<file path="src/dfp_pkg.sv">
package dfp_pkg;

	// Pin inputs of the prescaler, all asynchronous to clk
	typedef struct packed {
		logic src_clk;
		logic cnt_inhibit;
		logic stage_clear;
	} dfp_pins_t;

	// Complementary divided output pair
	typedef struct packed {
		logic q_true;
		logic q_comp;
	} dfp_out_t;

	localparam logic STAGE_RESET_VAL = 1'b0;
	localparam dfp_pins_t PINS_RESET_VAL = 3'h0;
	localparam dfp_out_t OUT_RESET_VAL = 2'h1;
	localparam int unsigned SYNC_STAGES = 2;

	// Stage two toggles once per this many qualified input edges
	localparam int unsigned EDGES_PER_HALF = 2;

endpackage

</file>
<file path="src/dfp_toggle.sv">
`timescale 1ns/1ns
module dfp_toggle (
	input wire logic clk,
	input wire logic resetn,
	input wire logic toggle,
	input wire logic clear,
	output logic q
);

	// Clear beats toggle, as in a direct-reset toggle flip-flop
	always_ff @(posedge clk) begin
		if (!resetn) begin
			q <= dfp_pkg::STAGE_RESET_VAL;
		end else if (clear) begin
			q <= dfp_pkg::STAGE_RESET_VAL;
		end else if (toggle) begin
			q <= ~q;
		end
	end

endmodule

</file>
<file path="src/dfp_prescaler.sv">
`timescale 1ns/1ns
// Notes on behaviour
// - Two cascaded toggle stages divide by four
// - True and complement outputs from stage two
// - Clear acts only with clock or enable high
// - Enable gates the input clock, stages hold
module dfp_prescaler (
	input wire logic clk,
	input wire logic resetn,
	input wire dfp_pkg::dfp_pins_t pins,
	output dfp_pkg::dfp_out_t out_q
);

	dfp_pkg::dfp_pins_t sync1_q;
	dfp_pkg::dfp_pins_t sync2_q;
	logic src_prev_q;
	logic src_rise;
	logic count_ok;
	logic stage_clr;
	logic tog1;
	logic tog2;
	logic stage1_q;
	logic stage2_q;
	dfp_pkg::dfp_out_t out_d;

	// Pins are asynchronous; two flops before any logic looks at them
	// Costs about four clocks from pin to output
	always_ff @(posedge clk) begin
		if (!resetn) begin
			sync1_q <= dfp_pkg::PINS_RESET_VAL;
			sync2_q <= dfp_pkg::PINS_RESET_VAL;
		end else begin
			sync1_q <= pins;
			sync2_q <= sync1_q;
		end
	end

	// Edge history for the source clock, from the second flop only
	always_ff @(posedge clk) begin
		if (!resetn) begin
			src_prev_q <= 1'b0;
		end else begin
			src_prev_q <= sync2_q.src_clk;
		end
	end

	// Idle-low history: a pin already high at release counts once
	assign src_rise = sync2_q.src_clk & ~src_prev_q;

	assign count_ok = ~sync2_q.cnt_inhibit;

	assign stage_clr = sync2_q.stage_clear
		& (sync2_q.src_clk | sync2_q.cnt_inhibit);

	assign tog1 = src_rise & count_ok;

	assign tog2 = tog1 & stage1_q;

	dfp_toggle u_stage1 (
		.clk(clk),
		.resetn(resetn),
		.toggle(tog1),
		.clear(stage_clr),
		.q(stage1_q)
	);

	dfp_toggle u_stage2 (
		.clk(clk),
		.resetn(resetn),
		.toggle(tog2),
		.clear(stage_clr),
		.q(stage2_q)
	);

	always_comb begin
		out_d.q_true = stage2_q;
		out_d.q_comp = ~stage2_q;
	end

	// registered pair
	// Registered so the pins never see a glitch from the decode
	always_ff @(posedge clk) begin
		if (!resetn) begin
			out_q <= dfp_pkg::OUT_RESET_VAL;
		end else begin
			out_q <= out_d;
		end
	end

	// Helper: qualified edges seen since stage two last moved
	logic [1:0] half_cnt_q;
	always_ff @(posedge clk) begin
		if (!resetn) begin
			half_cnt_q <= 2'h0;
		end else if (stage_clr || tog2) begin
			half_cnt_q <= 2'h0;
		end else if (tog1) begin
			half_cnt_q <= half_cnt_q + 2'h1;
		end
	end
endmodule

</file>
<file path="config.mk">
export PLATFORM = sky130hd
export DESIGN_NAME = dfp_prescaler
export DESIGN_NICKNAME = d
export VERILOG_FILES = /design/src/dfp_pkg.sv /design/src/dfp_toggle.sv /design/src/dfp_prescaler.sv
export SDC_FILE = /design/constraint.sdc
export NUM_CORES = 1
export LEC_CHECK = 0
export BUFFER_PORTS_ARGS = -buffer_cell sky130_fd_sc_hd__buf_4
export CAP_MARGIN = 20
export CORE_AREA = 2 2 39 41
export CTS_BUF_LIST = sky130_fd_sc_hd__clkbuf_4
export CTS_CLUSTER_SIZE = 10
export DETAILED_ROUTE_END_ITERATION = 10
export DIE_AREA = 0 0 41 43
export PLACE_DENSITY = 0.55
export SETUP_SLACK_MARGIN = 0.05
export SYNTH_ARGS = -nofsm -noshare
export SYNTH_HDL_FRONTEND = slang
export SYNTH_HIERARCHICAL = 1
export SYNTH_SLANG_ARGS = --single-unit
</file>
<file path="constraint.sdc">
create_clock -name clk -period 1.25 [get_ports clk]
set_input_delay 0.375 -clock clk [delete_from_list [all_inputs] [get_ports clk]]
set_output_delay 0.375 -clock clk [all_outputs]
set_load 0.1 [all_outputs]
</file>
# Word-level counts from Yosys, hierarchy flattened
# Index checks and enable logic that the tools add are counted.
[word_totals] reg_bits=11 inputBits=5 out_inout_bits=2
[classes] bitwise_logic=10 reduce_logical=1
[ops] op="$not A1 Y1" n=5
[ops] op="$and A1 B1 Y1" n=4
[ops] op="$reduce_or A2 Y1" n=1
[ops] op="$or A1 B1 Y1" n=1

# Logic depth before layout (Yosys ltp)
[logic_depth] word_depth=4 depth_mapped=3 depth_no_buf=3

# Hierarchy
# The synthesis kept the hierarchy.
[by_module_without_submodules] mod="dfp_prescaler" area_each_um2=261.5 instances=1 cells_each=21
[by_module_without_submodules] mod="dfp_toggle" area_each_um2=41.3 instances=2 cells_each=3

# Least setup slack after synthesis
# Ideal clock, no wire load.
[synth_path] kind="flip-flop to output port" startpoint="reg out_q[0] in the netlist's numbering" endpoint="out out_q[0] in the netlist's numbering" required_time_ns=0.875 path_slack_ns=-0.034 stages_incl_launch_ff=1 t_arrival_ns=0.909 n_path_buf=0 path_cell_list="dfxtp_1"
[synth_rtl] item="from (decl)" line="dfp_prescaler.sv:11" rtl="output dfp_pkg::dfp_out_t out_q"
[synth_rtl] item="from (signal assigned)" line="dfp_prescaler.sv:84" rtl="out_q <= dfp_pkg::OUT_RESET_VAL;"
[synth_rtl] item="from (signal assigned)" line="dfp_prescaler.sv:86" rtl="out_q <= out_d;"
# No word-level cell between the ends.

# Final worst setup path
[layout_path] startpoint="reg out_q[0] in the netlist's numbering" endpoint="out out_q[0] in the netlist's numbering"
# No word-level cell between the ends.

==> results.cfg <==
[timing]
rsz0062_at_grt = false
finalCriticalPeriod_ns = 1.155
final-hold-violation-count = 0
max_freq_ghz = 0.8656
worstMarginPinSlew_ns = 0.2304
hold_slack_ns = 0.3134
fin_crit_sh = 0.9242
fin_tns_setup_ns = 0
finalSetupViolCount = 0
slew_headroom = 0.8461
finalClockSkew_ns = 0.0004442
drv_slew = 0

[clock_tree]
cts_htree_levels = 1
clock-sinks = 11
root_buffer = clkbuf_4
cts_tree = yes
cts.path.max_buffers = 2
cts_setup_buffers = 0
clock_latency_ns = 0.26
cts-hold-fix-buffers = 0
clk_pin_slew_ns = 0.06
cts_buffers = 3

[synthesis]
synth-seq-area-share = 0.6400
ys_warn_count = 6
yosys.area.top_type_share = 0.6400
synth.most_common_cell = dfxtp_1
yosysUniqueCellTypes = 8
synth_seq_cells = 11
yosys.area.top_type = dfxtp_1
syn_inst = 27
synth-edff-count = 0
synthTopCellsByArea = dfxtp_1 (64%), and2_1 (15%), nor3b_2 (7.3%)
postSynthAreaPerCell_um2 = 12.74
synth_async_sr_flop_share = 0
synth-main-ff-cell = dfxtp_1
yosys-top-cells-count = dfxtp_1 (11), and2_1 (8), nor3b_2 (2), xnor2_1 (2)
syn_nets = 32
synth_area_um2 = 344.1

[worst_setup_path]
max_stage_delay_ns = 0.33
cp_cell_sequence = buf_8
crit_slowest_cell = dfxtp_2
worst_ep_arrival_time_ns = 0.78
crit_path_max_fanout = 1
cp-start-kind = flop
critical-path-top-delay-family = flip-flops
crit_type = flop to output pin
worst_ep_required_time_ns = 0.88
end_kind = output pin
critical_path_buf_inv_count = 1

[power_and_ir_drop]
power_density_mw_per_mm2 = 1424
ir_drop_v = 0.0005450
p_total_uw = 650.1
power.leakage_nw = 0.1832

[global_routing]
grt_pass1_vias = 214
overflow = 0
grt_pass1_wl_um = 862
grt_antenna_before_repair = 0
grt_max_degree = 12
grt.total_usage = 0.08274

[route]
vias = 216
first_pass_iters = 2
drc = 0
wl_per_cell_um = 8.321
met2_length_um = 224
vias_per_cell = 4.075
top_layer = met4
dr_wl_met3_um = 32
ant_nets = 0
drtIter0Drc = 1
drt-met1-wl_um = 176
routed_wl_um = 441

[floorplan]
initial_core_util = 0.2486
io_pins = 7
rows = 14
core_area_mm2 = 0.001384
die_y_um = 43
dieWidth_um = 41
dieArea_mm2 = 0.001763

[run]
drv_cap = 0

[place]
place_area_um2 = 411.6
port_buffers = 6
place.gp.congestion = 0.6093

[min_path]
hp-class = input port to flop

[finish]
fin_area_um2 = 456.7
drive_above_1_share = 0.3784
area_delta_synth_final_pct = 32.73
final_nets = 43
fin_util = 0.3300
antenna_cells = 0

[run_status]
status = complete, no violations
==> final timing paths <==
kind / cells after the start / slack [ns] / from / endpoint
max: 1 / 0.09 / out_q[0] / out_q[0]
min: 2 / 0.31 / pins[2] / sync1_q[2]
max reg2reg: 3 / 0.31 / sync2_q[2] / u_stage1/q
min reg2reg: 1 / 0.40 / u_stage2/q / out_q[0]
==> per-stage QoR <==
step | std cells | setup slack, ns
6_report | 53 | 0.09477
3_5_place_dp | 49 | 0.3065
2_1_floorplan | 27 | 0.2492
4_1_cts | 53 | 0.06297
5_1_grt | 53 | 0.05522
3_3_place_gp | 49 | 0.3096
==> cells by family (layout without fill, tap and decap cells) <==
family	count (synthesis)	after routing	share of synthesized area
simple gates	13	13	0.2873
flops	11	11	0.6400
xor+xnor	2	2	0.05092
compound gates	1	1	0.02183
buf+inv	0	10	0
==> worst register-to-register path, stage by stage, from the launching register on <==
cell and delay [ns]:
dfxtp_1 0.35, nor3b_1 0.24, xnor2_1 0.17, nor3b_2 0.07
==> cells in the final DEF, fill, tap and decap left out, drive strengths merged <==
cell type,n
xnor2,2
and2,8
buf,6
dfxtp,11
nand2,1
and4bb,1
nor3b,3
clkbuf,4
o21a,1
==> power by group <==
group | switching [mW] | internal (mW) | leakage, nW
combinational | 0.0121 | 0.0200 | 0.0746
clock | 0.105 | 0.145 | 0.0184
sequential | 0.00496 | 0.363 | 0.0902
==> sequential cells by signal (all words and copies together), names as in the netlist <==
register / count
sync1_q: 3
u_stage2/q: 1
sync2_q: 3
out_q: 2
u_stage1/q: 1
src_prev_q: 1
==> per-layer routing <==
layer  up-vias  global-route usage
met5         -                   0
met4         0              0.1000
met3         2             0.04712
met2         7              0.1156
met1        98             0.06863
li1        109                   -
==> layout make-up <==
| type | count | area, µm² |
|---|---|---|
| sequential | 11 | 222.7 |
| multi-input combinational | 16 | 123.9 |
| fill | 154 | 927.1 |
| tap | 16 | 20.02 |
| timing repair buffer | 6 | 60.06 |
| clock buffer | 4 | 30.03 |
==> repair_timing <==
item / 4_1_cts / 5_1_grt
pin swaps: 0 / 0
setup endpoints to repair: 2 / 2
gates resized for setup: 2 / 2
hold endpoints to repair: 0 / 0
No activity file was read; power rests on OpenSTA's default activity.
